--- src/shared/ccl_pkg.sv ---
// Purpose: Constants for the per-channel local register bank of the codec.
// Assumes: Command byte bit 7 gives direction, low bits give the register index.
// Notes:   Reset values and field positions are shared by design and bench.
package ccl_pkg;

  localparam int unsigned CCL_CHANNELS   = 4;
  localparam int unsigned CCL_SLOT_W     = 7;

  // Command byte layout
  localparam int unsigned CCL_CMD_DIR_BIT = 7;
  localparam logic [6:0]  CCL_CMD_IDX_MASK = 7'h7F;

  // Register indices
  localparam logic [6:0]  CCL_IDX_PIN_MIRROR = 7'h03;
  localparam logic [6:0]  CCL_IDX_TX_SLOT    = 7'h04;
  localparam logic [6:0]  CCL_IDX_RX_SLOT    = 7'h05;
  localparam logic [6:0]  CCL_IDX_TX_LOW     = 7'h06;
  localparam logic [6:0]  CCL_IDX_TX_HIGH    = 7'h07;
  localparam logic [6:0]  CCL_IDX_PWR_GAIN   = 7'h08;
  localparam logic [6:0]  CCL_IDX_TONE       = 7'h09;

  // Pin mirror fields
  localparam int unsigned CCL_PM_SENSE_A  = 0;
  localparam int unsigned CCL_PM_SENSE_B  = 1;
  localparam int unsigned CCL_PM_BIDIR_LO = 2;
  localparam int unsigned CCL_PM_OUT_A    = 5;
  localparam int unsigned CCL_PM_OUT_B    = 6;

  // Slot registers: bit 7 is the highway select
  localparam int unsigned CCL_HWY_BIT = 7;

  // Power / gain control fields
  localparam int unsigned CCL_PG_POWERDOWN = 7;
  localparam int unsigned CCL_PG_CUTOFF    = 6;
  localparam int unsigned CCL_PG_ADC_GAIN  = 5;
  localparam int unsigned CCL_PG_DAC_GAIN  = 4;
  localparam logic [3:0]  CCL_PG_RESET     = 4'h8;

  // Tone control fields
  localparam int unsigned CCL_TN_COEF1 = 3;
  localparam int unsigned CCL_TN_COEF0 = 2;
  localparam int unsigned CCL_TN_ON1   = 1;
  localparam int unsigned CCL_TN_ON0   = 0;
  localparam logic [3:0]  CCL_TN_RESET = 4'h0;

  localparam logic [1:0]  CCL_OUT_RESET  = 2'h0;
  localparam logic        CCL_HWY_RESET  = 1'b0;
  localparam logic [7:0]  CCL_READ_ZERO  = 8'h00;

endpackage : ccl_pkg

--- src/hdl/ccl_sync.sv ---
// Purpose: Two-flop synchroniser for a bundle of pin levels.
// Assumes: Each bit is an independent slow level; no bus coherency needed.
// Notes:   Only the second stage is visible outside.
`timescale 1ns/1ps
module ccl_sync #(
  parameter int unsigned WIDTH = 1
) (
  input  wire logic             mclk,    // System clock
  input  wire logic             sys_rst, // Synchronous reset, active high
  input  wire logic [WIDTH-1:0] async_in, // Pin levels
  output logic      [WIDTH-1:0] sync_out  // Synchronised levels
);

  logic [WIDTH-1:0] stage1_reg;

  always_ff @(posedge mclk) begin
    if (sys_rst) begin
      stage1_reg <= '0;
      sync_out   <= '0;
    end else begin
      stage1_reg <= async_in;
      sync_out   <= stage1_reg;
    end
  end

endmodule : ccl_sync

--- src/hdl/ccl_regs.sv ---
// Purpose: Local control registers of a four-channel voice codec, one copy each channel.
// Assumes: Serial framing is decoded upstream into one command byte plus one data byte.
// Notes:   Reads answer from the lowest selected channel; writes reach every selected one.
//
// Functional notes
// RL1: Command bit 7 selects write, low bits index
// RL2: Pin mirror shows seven signalling pin levels
// RL3: Output-configured bidir pins ignore mirror writes
// RL4: Transmit slot field; channel N+1 resets N
// RL5: Transmit slot bit 7 picks transmit highway
// RL6: Receive slot field; channel N+1 resets N
// RL7: Receive slot bit 7 picks receive highway
// RL8: Low monitor byte, read-only, command 06H
// RL9: High monitor byte; zero in companded coding
// RL10: Monitor reads leave transmit sample untouched
// RL11: Control bit 7 powers channel down, reset set
// RL12: Control bit 6 cuts receive PCM path
// RL13: Control bit 5 adds 6 dB ADC gain
// RL14: Control bit 4 drops DAC by 6 dB
// RL15: Host writes zeros in control low nibble
// RL16: Tone bits 3,2 pick RAM coefficients
// RL17: Tone bits 1,0 enable generators, reset off
// RL18: Access hits only selected channels, independent copies
`timescale 1ns/1ps
module ccl_regs
  import ccl_pkg::*;
#(
  parameter int unsigned CH = ccl_pkg::CCL_CHANNELS
) (
  input  wire logic                  mclk,             // 250 MHz system clock
  input  wire logic                  sys_rst,          // Synchronous reset, active high
  // Decoded host serial port
  input  wire logic                  cmd_valid,        // One-cycle pulse: command plus data
  input  wire logic [7:0]            cmd_byte,         // Direction and register index
  input  wire logic [7:0]            cmd_wdata,        // Data byte of a write
  input  wire logic [CH-1:0]         chan_select,      // Channels addressed by this access
  output logic                       rd_valid,         // One-cycle pulse: read answer ready
  output logic                       rd_hit,           // Read addressed a register here
  output logic      [7:0]            rd_data,          // Read answer byte
  // Signalling pins
  input  wire logic [CH-1:0]         sense_in_a,       // First sense input pin
  input  wire logic [CH-1:0]         sense_in_b,       // Second sense input pin
  input  wire logic [CH-1:0][2:0]    bidir_sig_in,     // Bidir pins a,b,c levels
  input  wire logic [CH-1:0][2:0]    bidir_dir_out,    // Bidir configured as output
  input  wire logic [CH-1:0][2:0]    global_out_val,   // Global output registers a,b,c
  output logic      [CH-1:0][2:0]    bidir_sig_out,    // Bidir drive value
  output logic      [CH-1:0][2:0]    bidir_sig_oe_n,   // Bidir enable, low drives
  output logic      [CH-1:0]         sig_out_a,        // First signalling output
  output logic      [CH-1:0]         sig_out_b,        // Second signalling output
  // Transmit sample path
  input  wire logic                  linear_mode,      // 1 linear 16-bit, 0 companded
  input  wire logic [CH-1:0][15:0]   tx_sample,        // Current transmit sample
  input  wire logic [CH-1:0]         tx_sample_valid,  // Sample strobe
  output logic      [CH-1:0][15:0]   tx_sample_out,    // Sample to the highway
  output logic      [CH-1:0]         tx_sample_out_vld, // Strobe to the highway
  // Channel configuration
  output logic      [CH-1:0][6:0]    tx_slot_sel,      // Transmit slot or slot group
  output logic      [CH-1:0]         tx_highway_sel,   // 0 first line, 1 second line
  output logic      [CH-1:0][6:0]    rx_slot_sel,      // Receive slot or slot group
  output logic      [CH-1:0]         rx_highway_sel,   // 0 first line, 1 second line
  output logic      [CH-1:0]         chan_powerdown,   // Channel powered down
  output logic      [CH-1:0]         rx_path_cutoff,   // Receive PCM path cut off
  output logic      [CH-1:0]         adc_gain_step,    // +6 dB A/D step
  output logic      [CH-1:0]         dac_gain_step,    // -6 dB D/A step
  output logic      [CH-1:0]         tone1_coef_src,   // Tone 1 coefficients from RAM
  output logic      [CH-1:0]         tone0_coef_src,   // Tone 0 coefficients from RAM
  output logic      [CH-1:0]         tone1_on,         // Tone generator 1 enabled
  output logic      [CH-1:0]         tone0_on          // Tone generator 0 enabled
);

  import ccl_pkg::*;

  // Slot reset value is the channel number counted from zero
  function automatic logic [6:0] slot_reset(input int unsigned ch);
    slot_reset = 7'(ch);
  endfunction : slot_reset

  function automatic logic is_index(input logic [7:0] cmd, input logic [6:0] idx);
    is_index = ((cmd[6:0] & CCL_CMD_IDX_MASK) == idx);
  endfunction : is_index

  logic                  cmd_write;
  logic                  cmd_read;
  logic [CH-1:0]         sense_a_s;
  logic [CH-1:0]         sense_b_s;
  logic [CH-1:0][2:0]    bidir_s;

  logic [CH-1:0][1:0]    out_pins_reg;
  logic [CH-1:0][2:0]    bidir_wr_reg;
  logic [CH-1:0][7:0]    tx_slot_reg;
  logic [CH-1:0][7:0]    rx_slot_reg;
  logic [CH-1:0][3:0]    pwr_gain_reg;
  logic [CH-1:0][3:0]    tone_reg;

  logic [7:0]            rd_next;
  logic                  hit_next;

  assign cmd_write = cmd_valid && cmd_byte[CCL_CMD_DIR_BIT];  // RL1
  assign cmd_read  = cmd_valid && !cmd_byte[CCL_CMD_DIR_BIT]; // RL1

  // Pin levels come from outside the clock domain
  ccl_sync #(
    .WIDTH (5*CH)
  ) u_pin_sync (
    .mclk     (mclk),
    .sys_rst  (sys_rst),
    .async_in ({sense_in_a, sense_in_b, bidir_sig_in}),
    .sync_out ({sense_a_s, sense_b_s, bidir_s})
  );

  // Signalling outputs and mirror-held bidir values
  always_ff @(posedge mclk) begin
    if (sys_rst) begin
      out_pins_reg <= '0;
      bidir_wr_reg <= '0;
    end else begin
      for (int c = 0; c < CH; c++) begin
        if (cmd_write && chan_select[c] && is_index(cmd_byte, CCL_IDX_PIN_MIRROR)) begin // RL18
          out_pins_reg[c] <= {cmd_wdata[CCL_PM_OUT_B], cmd_wdata[CCL_PM_OUT_A]}; // RL2
          for (int k = 0; k < 3; k++) begin
            // A pin owned by its global register keeps its stored value
            if (!bidir_dir_out[c][k]) begin // RL3
              bidir_wr_reg[c][k] <= cmd_wdata[CCL_PM_BIDIR_LO+k];
            end
          end
        end
      end
    end
  end

  // Output-configured bidir pins follow the global register only
  always_comb begin
    for (int c = 0; c < CH; c++) begin
      sig_out_a[c] = out_pins_reg[c][0];
      sig_out_b[c] = out_pins_reg[c][1];
      for (int k = 0; k < 3; k++) begin
        // An input-configured pin only latches the mirror write; its enable stays off
        bidir_sig_out[c][k]  = bidir_dir_out[c][k] ? global_out_val[c][k] // RL3
                                                   : bidir_wr_reg[c][k];
        bidir_sig_oe_n[c][k] = !bidir_dir_out[c][k];
      end
    end
  end

  // Slot and highway registers
  always_ff @(posedge mclk) begin
    if (sys_rst) begin
      for (int c = 0; c < CH; c++) begin
        tx_slot_reg[c] <= {CCL_HWY_RESET, slot_reset(c)}; // RL4 RL5
        rx_slot_reg[c] <= {CCL_HWY_RESET, slot_reset(c)}; // RL6 RL7
      end
    end else begin
      for (int c = 0; c < CH; c++) begin
        if (cmd_write && chan_select[c]) begin // RL18
          if (is_index(cmd_byte, CCL_IDX_TX_SLOT)) begin
            tx_slot_reg[c] <= cmd_wdata; // RL4 RL5
          end
          if (is_index(cmd_byte, CCL_IDX_RX_SLOT)) begin
            rx_slot_reg[c] <= cmd_wdata; // RL6 RL7
          end
        end
      end
    end
  end

  // Power, gain and tone controls
  always_ff @(posedge mclk) begin
    if (sys_rst) begin
      for (int c = 0; c < CH; c++) begin
        pwr_gain_reg[c] <= CCL_PG_RESET; // RL11
        tone_reg[c]     <= CCL_TN_RESET; // RL17
      end
    end else begin
      for (int c = 0; c < CH; c++) begin
        if (cmd_write && chan_select[c]) begin // RL18
          // Low nibble is expected zero from the host and is not stored
          if (is_index(cmd_byte, CCL_IDX_PWR_GAIN)) begin
            pwr_gain_reg[c] <= cmd_wdata[7:4]; // RL15
          end
          if (is_index(cmd_byte, CCL_IDX_TONE)) begin
            tone_reg[c] <= cmd_wdata[3:0]; // RL16 RL17
          end
        end
      end
    end
  end

  always_comb begin
    for (int c = 0; c < CH; c++) begin
      tx_slot_sel[c]    = tx_slot_reg[c][6:0];            // RL4
      tx_highway_sel[c] = tx_slot_reg[c][CCL_HWY_BIT];    // RL5
      rx_slot_sel[c]    = rx_slot_reg[c][6:0];            // RL6
      rx_highway_sel[c] = rx_slot_reg[c][CCL_HWY_BIT];    // RL7
      chan_powerdown[c] = pwr_gain_reg[c][CCL_PG_POWERDOWN-4]; // RL11
      rx_path_cutoff[c] = pwr_gain_reg[c][CCL_PG_CUTOFF-4];    // RL12
      adc_gain_step[c]  = pwr_gain_reg[c][CCL_PG_ADC_GAIN-4];  // RL13
      dac_gain_step[c]  = pwr_gain_reg[c][CCL_PG_DAC_GAIN-4];  // RL14
      tone1_coef_src[c] = tone_reg[c][CCL_TN_COEF1];      // RL16
      tone0_coef_src[c] = tone_reg[c][CCL_TN_COEF0];      // RL16
      tone1_on[c]       = tone_reg[c][CCL_TN_ON1];        // RL17
      tone0_on[c]       = tone_reg[c][CCL_TN_ON0];        // RL17
    end
  end

  // The highway copy never looks at the host port, so a read cannot stall it
  always_ff @(posedge mclk) begin
    if (sys_rst) begin
      tx_sample_out     <= '0;
      tx_sample_out_vld <= '0;
    end else begin
      tx_sample_out_vld <= tx_sample_valid; // RL10
      for (int c = 0; c < CH; c++) begin
        if (tx_sample_valid[c]) begin
          tx_sample_out[c] <= tx_sample[c]; // RL10
        end
      end
    end
  end

  // Read answer from the lowest selected channel
  always_comb begin
    int unsigned sel;
    logic        any;
    sel      = 0;
    any      = 1'b0;
    rd_next  = CCL_READ_ZERO;
    hit_next = 1'b0;
    for (int c = CH-1; c >= 0; c--) begin
      if (chan_select[c]) begin
        sel = c;
        any = 1'b1;
      end
    end
    if (any) begin
      hit_next = 1'b1;
      unique case (cmd_byte[6:0])
        CCL_IDX_PIN_MIRROR: begin
          rd_next = {1'b0, out_pins_reg[sel], bidir_s[sel],
                     sense_b_s[sel], sense_a_s[sel]}; // RL2
        end
        CCL_IDX_TX_SLOT:  rd_next = tx_slot_reg[sel];
        CCL_IDX_RX_SLOT:  rd_next = rx_slot_reg[sel];
        CCL_IDX_TX_LOW:   rd_next = tx_sample_out[sel][7:0]; // RL8 RL10
        CCL_IDX_TX_HIGH: begin
          rd_next = linear_mode ? tx_sample_out[sel][15:8] : CCL_READ_ZERO; // RL9
        end
        CCL_IDX_PWR_GAIN: rd_next = {pwr_gain_reg[sel], 4'h0};
        CCL_IDX_TONE:     rd_next = {4'h0, tone_reg[sel]};
        default: begin
          rd_next  = CCL_READ_ZERO;
          hit_next = 1'b0;
        end
      endcase
    end
  end

  always_ff @(posedge mclk) begin
    if (sys_rst) begin
      rd_valid <= 1'b0;
      rd_hit   <= 1'b0;
      rd_data  <= CCL_READ_ZERO;
    end else begin
      rd_valid <= cmd_read; // RL1
      if (cmd_read) begin
        rd_hit  <= hit_next;
        rd_data <= rd_next;
      end
    end
  end

endmodule : ccl_regs

--- config.mk ---
export PLATFORM = sky130hd
export DESIGN_NAME = ccl_regs
export DESIGN_NICKNAME = d
export VERILOG_FILES = /design/src/shared/ccl_pkg.sv /design/src/hdl/ccl_sync.sv /design/src/hdl/ccl_regs.sv
export SDC_FILE = /design/constraint.sdc
export NUM_CORES = 1
export LEC_CHECK = 0
export ABC_CLOCK_PERIOD_IN_PS = 1500
export BUFFER_PORTS_ARGS = -buffer_cell sky130_fd_sc_hd__buf_2
export CAP_MARGIN = 5
export CORE_UTILIZATION = 30
export CTS_BUF_LIST = sky130_fd_sc_hd__clkbuf_2
export DETAILED_ROUTE_END_ITERATION = 10
export PLACE_DENSITY = 0.65
export SLEW_MARGIN = 40
export SYNTH_ARGS = -nofsm -noshare
export SYNTH_HDL_FRONTEND = slang
export SYNTH_SLANG_ARGS = --single-unit
--- constraint.sdc ---
create_clock -name mclk -period 1.5 [get_ports mclk]
set_clock_uncertainty 0.1 [all_clocks]
set_input_delay 0.075 -clock mclk [delete_from_list [all_inputs] [get_ports mclk]]
set_output_delay 0.075 -clock mclk [all_outputs]
set_load 0.02 [all_outputs]
==> impl_metrics.env, run 1 <==
export IMPL_synthFlopType="dfxtp_1"
export IMPL_antenna_found_initial=6
export IMPL_largest_register="tx_sample_out"
export IMPL_ys_ff_latch=234
export IMPL_irDropWorstVdd_v=0.000463
export IMPL_p_sw_w=0.00446
export IMPL_synth_edff_count=0
export IMPL_placed_area_sq_mm=0.0134
export IMPL_violations="hold timing, setup timing"
export IMPL_seqPwrFrac=0.457
export IMPL_cts_buffers=67
export IMPL_required_ns=1.32
export IMPL_cp_max_fo=2
export IMPL_firstDrtPassIters=6
export IMPL_finalCriticalPeriod_ns=1.82
export IMPL_grt_max_degree=80
export IMPL_p_sw_frac=0.315
export IMPL_start_util=0.307
export IMPL_yosysUniqueCellTypes=46
export IMPL_pwr_share_comb=0.198
export IMPL_nets=2200
export IMPL_port_buffers=341
export IMPL_h_tree_depth=3
export IMPL_largest_reg_flops=64
export IMPL_vias=13400
export IMPL_whs_ns=-0.191
export IMPL_p_clk_frac=0.345
export IMPL_synthArstFlopShare=0
export IMPL_fillers=2722
export IMPL_slowest_stage="dfxtp_2"
export IMPL_grt_pass1_vias=14100
export IMPL_syn_avg_cell_area_sq_um=8.58
export IMPL_ys_warn_count=0
export IMPL_ys_seq_area_frac=0.453
export IMPL_num_rows=67
export IMPL_cp_top_family="flip-flops"
export IMPL_grt_pass1_wl_mm=82.1
export IMPL_drive_gt1_frac=0.476
export IMPL_cp_end_kind="output pin"
export IMPL_core_area_sq_mm=0.0337
export IMPL_drc_errors=0
export IMPL_cp_start_kind="flip-flop"
export IMPL_placedCellCount=2005
export IMPL_area_delta_synth_final_pct=94.0
export IMPL_io_pins=342
export IMPL_clk_insertion_delay_late_ns=0.92
export IMPL_maxCapViolCount=0
export IMPL_chipHeight_um=188
export IMPL_die_w_um=188
export IMPL_final_area_sq_mm=0.0201
export IMPL_worst_slack_ns=-0.324
export IMPL_ant_nets=0
export IMPL_p_leak_nw=8.77
export IMPL_syn_inst=1206
export IMPL_cts_tree="built"
export IMPL_grtUsageTotal=0.305
export IMPL_status="complete, but fails checks"
export IMPL_r2r_slack_ns=-0.13
export IMPL_intPower_w=0.00969
export IMPL_slew_headroom=0.532
export IMPL_multiInputGateArea_sq_mm=0.00552
export IMPL_powerDensity_mw_per_mm2=705
export IMPL_place_congestion=0.891
export IMPL_wirelength_mm=55.0
export IMPL_clkTransAtPathRegs_ns=0.10
export IMPL_finalSetupViolCount=205
export IMPL_crit_type="flip-flop to output pin"
export IMPL_cp_buffers_inverters=1
export IMPL_netlist_area_sq_mm=0.0104
export IMPL_final_hold_viol_count=17
export IMPL_slew_violations=0
export IMPL_register_area_sq_mm=0.00500
export IMPL_clockRootBuffer="clkbuf_2"
export IMPL_tightest_slew_ns=0.702
export IMPL_period_share=1.22
export IMPL_clkSinkCount=234
export IMPL_wl_per_cell_um=21.4
export IMPL_hp_class="primary input to flip-flop"
export IMPL_clock_path_buffers=3
export IMPL_cpPeakStageDelay_ns=0.33
export IMPL_critPathArrivalTime_ns=1.65
export IMPL_synth_fp_nets=1342
export IMPL_grt_setup_unrepaired="true"
export IMPL_crit_chain="mux2_4 > buf_6"
export IMPL_vias_per_cell=5.22
export IMPL_dp_hpwl_mm=30.5
export IMPL_fin_cells=2566
export IMPL_grt_overflow=0
export IMPL_fmax_ghz=0.548
export IMPL_design_die_area_sq_mm=0.0353
export IMPL_drt_iter0_markers=1091
-- synthesized netlist by cell type, types with 2 or more instances --
cell,count,area share
nand4bb_1,2,0.0022
a21oi_1,127,0.061
a211o_1,6,0.0051
nand4_1,6,0.0036
clkbuf_1,78,0.028
nand3b_1,33,0.024
buf_1,12,0.0044
nor2_4,5,0.0054
buf_2,13,0.0063
o41ai_1,7,0.0059
dfxtp_1,234,0.45
or4bb_1,6,0.0065
mux2i_1,103,0.10
a31oi_1,6,0.0036
nor3_1,5,0.0024
a22oi_1,7,0.0051
o211ai_1,2,0.0015
nand2b_1,3,0.0018
mux2_2,12,0.013
o2111ai_1,6,0.0051
and3_1,9,0.0054
nor2b_1,54,0.033
a21o_1,6,0.0044
nand3_1,40,0.019
o21ai_0,81,0.039
nand2_4,2,0.0022
nor2_1,123,0.045
nand2_1,113,0.041
a221oi_1,2,0.0017
buf_4,4,0.0029
a221o_1,39,0.038
inv_1,45,0.016
nand2_2,2,0.0012
-- cell families after synthesis --
family,after synthesis,share of synthesized area
AND/OR/NAND/NOR,411,0.202
AO/OA/AOI/OAI,293,0.174
flip-flops,234,0.453
buffers and inverters,153,0.0586
multiplexers,115,0.113
-- routing by layer --
layer,GRT usage,wire (um)
met1,0.334,20100
met2,0.513,26600
met4,0.205,3580
met5,0.00137,21
met3,0.0882,4660
-- tightest hold or removal path: stages --
cell and delay (ns):
buf_2 0.14, nor4_4 0.05, buf_12 0.14, nand3_4 0.13
nor2_1 0.06, mux2i_1 0.11, nor2_1 0.07
-- worst paths after layout --
check / startpoint / endpoint / depth (start not counted)
hold reg to reg: u_pin_sync.stage1_reg[17]$_SDFF_PP0_ / u_pin_sync.sync_out[17]$_SDFF_PP0_ / 1
hold / removal: cmd_byte[4] / bidir_wr_reg[10]$_SDFFE_PP0P_ / 7
setup reg to reg: tx_highway_sel[2]$_SDFFE_PP0P_ / rd_data[7]$_SDFFE_PP0P_ / 7
setup / recovery: bidir_wr_reg[10]$_SDFFE_PP0P_ / bidir_sig_out[10] / 2
-- per-stage QoR --
stage           util  worst slack [ns]  setup TNS (ns)  power, W
2_1_floorplan      -           -0.0919           -2.46   0.00748
3_3_place_gp   0.399            -0.358          -18.85   0.00823
3_5_place_dp   0.399            -0.377          -19.35   0.00825
4_1_cts        0.591            -0.348          -22.06    0.0139
5_1_grt        0.596            -0.394          -33.47    0.0147
6_report       0.596            -0.324          -15.52    0.0142
-- final cells by class --
class                      instances  area share
timing repair buffer             897       0.409
multi-input combinational        819       0.275
sequential                       234       0.249
tap                              448      0.0279
clock buffer                      94      0.0234
inverter                          45     0.00841
clock inverter                    24     0.00654
antenna                            5    0.000623
-- cell usage in the layout (no fill, tap or decap), drive strengths merged, types with 34 or more instances in the layout --
cell type,synthesis,final
a21oi,127,127
a221o,39,39
buf,29,616
clkbuf,79,95
dfxtp,234,234
dlygate4sd3,0,278
inv,45,48
mux2i,103,103
nand2,117,117
nand3,40,40
nand3b,34,34
nor2,128,128
nor2b,54,54
o21ai,81,81
-- repair_timing --
item / 4_1_cts / 5_1_grt
hold endpoints to repair: 234 / 120
hold buffers: 308 / 8
endpoints found under the setup margin: 202 / 278
pin swaps: 35 / 26
gates resized for setup: 657 / 64
setup buffers: 138 / 27
-- power groups by stage --
stage / clock network [W] / logic [W] / registers, W
2_1_floorplan: 0 / 0.000758 / 0.00672
3_3_place_gp: 0 / 0.00161 / 0.00662
3_5_place_dp: 0 / 0.00162 / 0.00662
4_1_cts: 0.00487 / 0.00261 / 0.00646
5_1_grt: 0.00531 / 0.00295 / 0.00648
6_report: 0.00488 / 0.00281 / 0.00647
Power figures use the tool's default switching activity.
==> run 2, diff against run 1 <==
--- a/config.mk
+++ b/config.mk
@@ -5,13 +5,13 @@
 export SDC_FILE = /design/constraint.sdc
 export NUM_CORES = 1
 export LEC_CHECK = 0
-export ABC_CLOCK_PERIOD_IN_PS = 1500
-export BUFFER_PORTS_ARGS = -buffer_cell sky130_fd_sc_hd__buf_2
+export ABC_CLOCK_PERIOD_IN_PS = 1800
 export CAP_MARGIN = 5
 export CORE_UTILIZATION = 30
 export CTS_BUF_LIST = sky130_fd_sc_hd__clkbuf_2
 export DETAILED_ROUTE_END_ITERATION = 10
-export PLACE_DENSITY = 0.65
+export DONT_BUFFER_PORTS = 1
+export PLACE_DENSITY = 0.55
 export SLEW_MARGIN = 40
 export SYNTH_ARGS = -nofsm -noshare
 export SYNTH_HDL_FRONTEND = slang
==> constraint.sdc (replaced) <==
create_clock -name mclk -period 1.8 [get_ports mclk]
set_clock_uncertainty 0.1 [all_clocks]
set_input_delay 0.09 -clock mclk [delete_from_list [all_inputs] [get_ports mclk]]
set_output_delay 0.09 -clock mclk [all_outputs]
set_load 0.02 [all_outputs]
==> run 2 against run 1 <==
The flow still finishes with violations (hold timing, setup timing). Setup slack better by 0.20 ns. Combinational power shrank 64%. Utilization decreased by 14 points. Sequential share of layout area up 5.8 points. Critical path depth grew 5. Largest cell class is now multi-input combinational cells.
==> impl_metrics.env, run 2 (same netlist as run 1, synthesis figures left out) <==
export IMPL_status="complete, but fails checks"
export IMPL_violations="hold timing, setup timing"
export IMPL_die_w_um=188
export IMPL_seqPwrFrac=0.516
export IMPL_finalSetupViolCount=8
export IMPL_chipHeight_um=188
export IMPL_drt_iter0_markers=619
export IMPL_cp_max_fo=227
export IMPL_grt_pass1_wl_mm=63.9
export IMPL_hp_class="primary input to flip-flop"
export IMPL_placed_area_sq_mm=0.0118
export IMPL_crit_chain="nor2_1 > dlygate4sd3_1 > dlygate4sd3_1 > o2111a_1 > buf_4 > o41ai_1 > o211ai_1"
export IMPL_register_area_sq_mm=0.00470
export IMPL_required_ns=2.51
export IMPL_grt_max_degree=228
export IMPL_ant_nets=0
export IMPL_clkSinkCount=234
export IMPL_wl_per_cell_um=20.1
export IMPL_cts_tree="built"
export IMPL_place_congestion=0.836
export IMPL_nets=1744
export IMPL_pre_cts_ws_ns=-0.219
export IMPL_vias=10800
export IMPL_fmax_ghz=0.520
export IMPL_largest_register="tx_sample_out"
export IMPL_core_area_sq_mm=0.0337
export IMPL_p_clk_frac=0.389
export IMPL_wirelength_mm=42.2
export IMPL_grt_pass1_vias=11100
export IMPL_cp_end_kind="flip-flop"
export IMPL_largest_reg_flops=64
export IMPL_maxCapViolCount=0
export IMPL_critPathArrivalTime_ns=2.63
export IMPL_irDropWorstVdd_v=0.000435
export IMPL_grt_overflow=0
export IMPL_cp_top_family="buffers and inverters"
export IMPL_p_leak_nw=6.80
export IMPL_design_die_area_sq_mm=0.0353
export IMPL_area_delta_synth_final_pct=47.7
export IMPL_final_area_sq_mm=0.0153
export IMPL_pwr_share_comb=0.095
export IMPL_finalCriticalPeriod_ns=1.92
export IMPL_p_sw_frac=0.279
export IMPL_clk_insertion_delay_late_ns=0.89
export IMPL_antenna_found_initial=2
export IMPL_final_cell_mix="274 x dlygate4sd3_1, 224 x dfxtp_1, 160 x buf_4, 127 x a21oi_1, 123 x nor2_1"
export IMPL_slew_violations=0
export IMPL_multiInputGateArea_sq_mm=0.00518
export IMPL_start_util=0.307
export IMPL_clock_path_buffers=3
export IMPL_grt_setup_unrepaired="true"
export IMPL_clockRootBuffer="clkbuf_2"
export IMPL_final_hold_viol_count=155
export IMPL_period_share=1.07
export IMPL_drc_errors=0
export IMPL_intPower_w=0.00760
export IMPL_num_rows=67
export IMPL_whs_ns=-0.727
export IMPL_vias_per_cell=5.11
export IMPL_drive_gt1_frac=0.191
export IMPL_slowest_stage="dlygate4sd3_1"
export IMPL_port_buffers=0
export IMPL_h_tree_depth=3
export IMPL_tightest_slew_ns=0.737
export IMPL_slew_headroom=0.507
export IMPL_fillers=3346
export IMPL_cts_buffers=68
export IMPL_crit_type="primary input to flip-flop"
export IMPL_crit_top_cell="dlygate4sd3_1"
export IMPL_grtUsageTotal=0.236
export IMPL_cp_start_kind="primary input"
export IMPL_postCtsHoldBufs=278
export IMPL_io_pins=342
export IMPL_firstDrtPassIters=5
export IMPL_cpPeakStageDelay_ns=0.62
export IMPL_dp_hpwl_mm=26.9
export IMPL_worst_slack_ns=-0.124
export IMPL_clkTransAtPathRegs_ns=0.10
export IMPL_final_common_cell="dlygate4sd3_1"
export IMPL_p_sw_w=0.00295
export IMPL_powerDensity_mw_per_mm2=690
export IMPL_cp_buffers_inverters=3
==> run 2: worst paths after layout <==
check	slack (ns)	startpoint	cells after the start	endpoint
worst min register to register	0.48	rd_data[5]$_SDFFE_PP0P_	2	rd_data[5]$_SDFFE_PP0P_
worst min-delay path	-0.73	cmd_wdata[6]	2	rx_path_cutoff[0]$_SDFFE_PP0P_
worst max register to register	0.02	u_pin_sync.stage1_reg[9]$_SDFF_PP0_	3	u_pin_sync.sync_out[9]$_SDFF_PP0_
worst max-delay path	-0.12	sys_rst	7	rd_data[6]$_SDFFE_PP0P_
==> run 2: worst reg2reg max path, delay by kind of cell (launching register included) <==
kind                   cells  cell delay (ns)
flip-flops                 1             0.32
AND/OR/NAND/NOR            1             0.13
buffers and inverters      2             1.13
==> run 2: cell type report <==
type                       instances  share of cell area
sequential                       234               0.307
inverter                          45              0.0111
timing repair buffer             440               0.266
tap                              448              0.0367
clock inverter                    15             0.00737
multi-input combinational        819               0.339
clock buffer                      99              0.0324
antenna                            2            0.000327
==> run 2: power by group through the flow <==
stage                     combinational (W)  clock [W]  sequential (W)
after floorplan                    0.000615          0         0.00560
after global placement             0.000656          0         0.00556
after detailed placement           0.000663          0         0.00556
after CTS                          0.000989    0.00420         0.00544
after global routing                0.00108    0.00452         0.00546
final                               0.00100    0.00410         0.00544
==> run 2: what timing repair did <==
action                     4_1_cts  5_1_grt
hold endpoints to repair       234      191
buffers inserted                 1        0
setup endpoints to repair       16       51
gates resized for setup         17       14
==> run 2: routing by layer <==
layer | global-route usage | part of all wire | up-vias
li1 | - | - | 5048
met1 | 0.260 | 0.38 | 5165
met2 | 0.399 | 0.49 | 445
met3 | 0.0925 | 0.096 | 92
met4 | 0.107 | 0.034 | 0
met5 | 0 | 0 | -
==> run 2: metrics by stage <==
stage	utilization	TNS [ns]	hold WS, ns	cells	power (W)
after global placement	0.349	-0.823	0.0778	1709	0.00622
after CTS	0.453	-0.234	-0.901	2102	0.0106
after global routing	0.454	-0.248	-0.868	2102	0.0111
after detailed placement	0.349	-0.868	0.0802	1709	0.00623
final	0.454	-0.811	-0.727	2102	0.0105
after floorplan	-	0	0.108	1206	0.00622
==> run 3, diff against run 2 <==
--- a/config.mk
+++ b/config.mk
@@ -5,6 +5,7 @@
 export SDC_FILE = /design/constraint.sdc
 export NUM_CORES = 1
 export LEC_CHECK = 0
+export ABC_AREA = 1
 export ABC_CLOCK_PERIOD_IN_PS = 1800
 export CAP_MARGIN = 5
 export CORE_UTILIZATION = 30
==> run 3 against run 2 <==
The run now ends clean. Cell count is 16% higher. First-iteration DRC count is 41% higher. Synthesized cell count is 26% higher. Non-clock buffer count is 1 higher. Register-to-register slack better by 0.24 ns. Sequential share of layout area is 0.14 points lower. Critical path depth stayed put. Largest power group unchanged. Highest routed layer unchanged.
==> impl_metrics.env, run 3 <==
export IMPL_grt_pass1_vias=11800
export IMPL_cts_buffers=66
export IMPL_netlist_area_sq_mm=0.0105
export IMPL_critPathArrivalTime_ns=2.35
export IMPL_yosysMostFrequentCell="inv_1"
export IMPL_cts_tree="built"
export IMPL_cp_start_kind="primary input"
export IMPL_p_total_w=0.0113
export IMPL_vias_per_cell=4.87
export IMPL_area_delta_synth_final_pct=46.6
export IMPL_cpPeakStageDelay_ns=0.60
export IMPL_yosys_area_top_type="dfxtp_1"
export IMPL_ys_warn_count=0
export IMPL_grtUsageTotal=0.236
export IMPL_status="completed"
export IMPL_dp_hpwl_mm=28.9
export IMPL_synthTopCellsByCount="269 x inv_1, 236 x nand2_1, 234 x dfxtp_1, 182 x a21oi_1, 182 x o21ai_0"
export IMPL_antenna_found_initial=2
export IMPL_largest_register="tx_sample_out"
export IMPL_cp_end_kind="flip-flop"
export IMPL_grt_pass1_wl_mm=65.3
export IMPL_vias=11800
export IMPL_grt_overflow=0
export IMPL_slew_headroom=0.434
export IMPL_grt_setup_unrepaired="true"
export IMPL_wirelength_mm=42.5
export IMPL_final_common_cell="inv_1"
export IMPL_wl_per_cell_um=17.5
export IMPL_drive_gt1_frac=0.176
export IMPL_start_util=0.309
export IMPL_port_buffers=0
export IMPL_final_cell_mix="265 x inv_1, 234 x dlygate4sd3_1, 233 x dfxtp_1, 232 x nand2_1, 194 x buf_4"
export IMPL_io_pins=342
export IMPL_period_share=0.980
export IMPL_largest_reg_flops=64
export IMPL_clockRootBuffer="clkbuf_2"
export IMPL_die_w_um=189
export IMPL_firstDrtPassIters=5
export IMPL_slowest_stage="dlygate4sd3_1"
export IMPL_maxCapViolCount=0
export IMPL_crit_type="primary input to flip-flop"
export IMPL_irDropWorstVdd_v=0.000451
export IMPL_synth_fp_nets=1653
export IMPL_drc_errors=0
export IMPL_clkTransAtPathRegs_ns=0.10
export IMPL_tightest_slew_ns=0.846
export IMPL_clock_path_buffers=3
export IMPL_fmax_ghz=0.567
export IMPL_crit_chain="dlygate4sd3_1 > buf_12 > inv_4 > buf_12 > o21ai_0 > dlygate4sd3_1 > a21oi_1"
export IMPL_netlist_top_cells_area="dfxtp_1 45%, inv_1 9.7%, a21oi_1 8.7%, o21ai_0 8.7%, nand3_1 8.7%"
export IMPL_finalCriticalPeriod_ns=1.76
export IMPL_place_congestion=0.886
export IMPL_finalSetupTns_ns=0
export IMPL_yosysUniqueCellTypes=27
export IMPL_required_ns=2.38
export IMPL_drt_iter0_markers=872
export IMPL_fillers=3424
export IMPL_yosysTopAreaCellShare=0.448
export IMPL_finalSetupViolCount=0
export IMPL_slew_violations=0
export IMPL_ys_seq_area_frac=0.448
export IMPL_synthFlopType="dfxtp_1"
export IMPL_grt_max_degree=69
export IMPL_ys_ff_latch=234
export IMPL_final_hold_viol_count=0
export IMPL_nets=2067
export IMPL_synthArstFlopShare=0
export IMPL_hp_class="primary input to flip-flop"
export IMPL_p_leak_nw=7.05
export IMPL_design_die_area_sq_mm=0.0356
export IMPL_chipHeight_um=189
export IMPL_cp_max_fo=52
export IMPL_powerDensity_mw_per_mm2=734
export IMPL_ant_nets=0
export IMPL_syn_avg_cell_area_sq_um=6.89
export IMPL_clk_insertion_delay_late_ns=0.82
export IMPL_syn_inst=1517
export IMPL_core_area_sq_mm=0.0339
export IMPL_clkSinkCount=234
export IMPL_num_rows=67
export IMPL_h_tree_depth=3
export IMPL_synth_edff_count=0
==> run 3: cell type report <==
| type | count | area [sq um] | share of cell area |
|---|---|---|---|
| inverters | 275 | 1040 | 0.0680 |
| diodes | 2 | 5.00 | 0.000327 |
| well taps | 448 | 561 | 0.0366 |
| multi-input cells | 912 | 4390 | 0.286 |
| flip-flops and latches | 234 | 4690 | 0.306 |
| repair inverters | 1 | 7.51 | 0.000490 |
| clock inverters | 21 | 123 | 0.00800 |
| clock buffers | 96 | 480 | 0.0314 |
| repair buffers | 441 | 4030 | 0.263 |
==> run 3: worst max-delay path, delay by kind of cell <==
family / cells / cell delay (ns)
buf+inv: 5 / 1.94
compound gates: 2 / 0.28
==> run 3: through the flow <==
| stage | worst slack, ns | std cells | hold WS [ns] | utilization | area [sq um] |
|---|---|---|---|---|---|
| 3_5_place_dp | 0.0245 | 2072 | 0.0674 | 0.362 | 12300 |
| 6_report | 0.0362 | 2430 | 0.0483 | 0.452 | 15300 |
| 5_1_grt | -0.00274 | 2430 | 0.0209 | 0.452 | 15300 |
| 2_1_floorplan | 0.312 | 1517 | 0.0970 | - | 10500 |
| 4_1_cts | 0.00200 | 2425 | 0.00463 | 0.450 | 15200 |
| 3_3_place_gp | 0.0246 | 2072 | 0.0643 | 0.362 | 12300 |
==> run 3: final timing paths <==
check	slack, ns	depth (start not counted)	to	from
hold reg to reg	0.30	2	u_pin_sync.sync_out[1]$_SDFF_PP0_	u_pin_sync.stage1_reg[1]$_SDFF_PP0_
hold / removal	0.05	10	rd_data[5]$_SDFFE_PP0P_	chan_select[0]
setup reg to reg	0.26	8	rd_data[7]$_SDFFE_PP0P_	chan_powerdown[1]$_SDFFE_PP1P_
setup / recovery	0.04	7	tx_sample_out[47]$_SDFFE_PP0P_	sys_rst
==> run 3: where the power goes <==
group | internal, W | total (W) | switching (W) | leakage (nW)
Combinational | 0.000785 | 0.00184 | 0.00105 | 4.67
Clock | 0.00159 | 0.00397 | 0.00238 | 0.463
Sequential | 0.00533 | 0.00544 | 0.000108 | 1.91
Total | 0.00771 | 0.0113 | 0.00354 | 7.05
==> run 3: layer usage <==
metal  part of all wire  vias up  GRT usage
li1                   -     5727          -
met1               0.40     5419      0.280
met2               0.48      569      0.397
met3              0.085      118     0.0592
met4              0.039        0      0.109
met5                  0        -          0
==> run 3: timing repair <==
action                     CTS  global route
hold endpoints to repair   234            31
pin swaps                    0             2
setup buffers                0             1
gates cloned                 0             1
setup endpoints to repair   10            23
resized for setup           10            17
hold buffers               236             2
==> run 3: kinds of logic after synthesis <==
logic type | after synthesis | share of synthesized area
compound gates | 394 | 0.196
simple gates | 518 | 0.218
buf+inv | 371 | 0.138
flops | 234 | 0.448
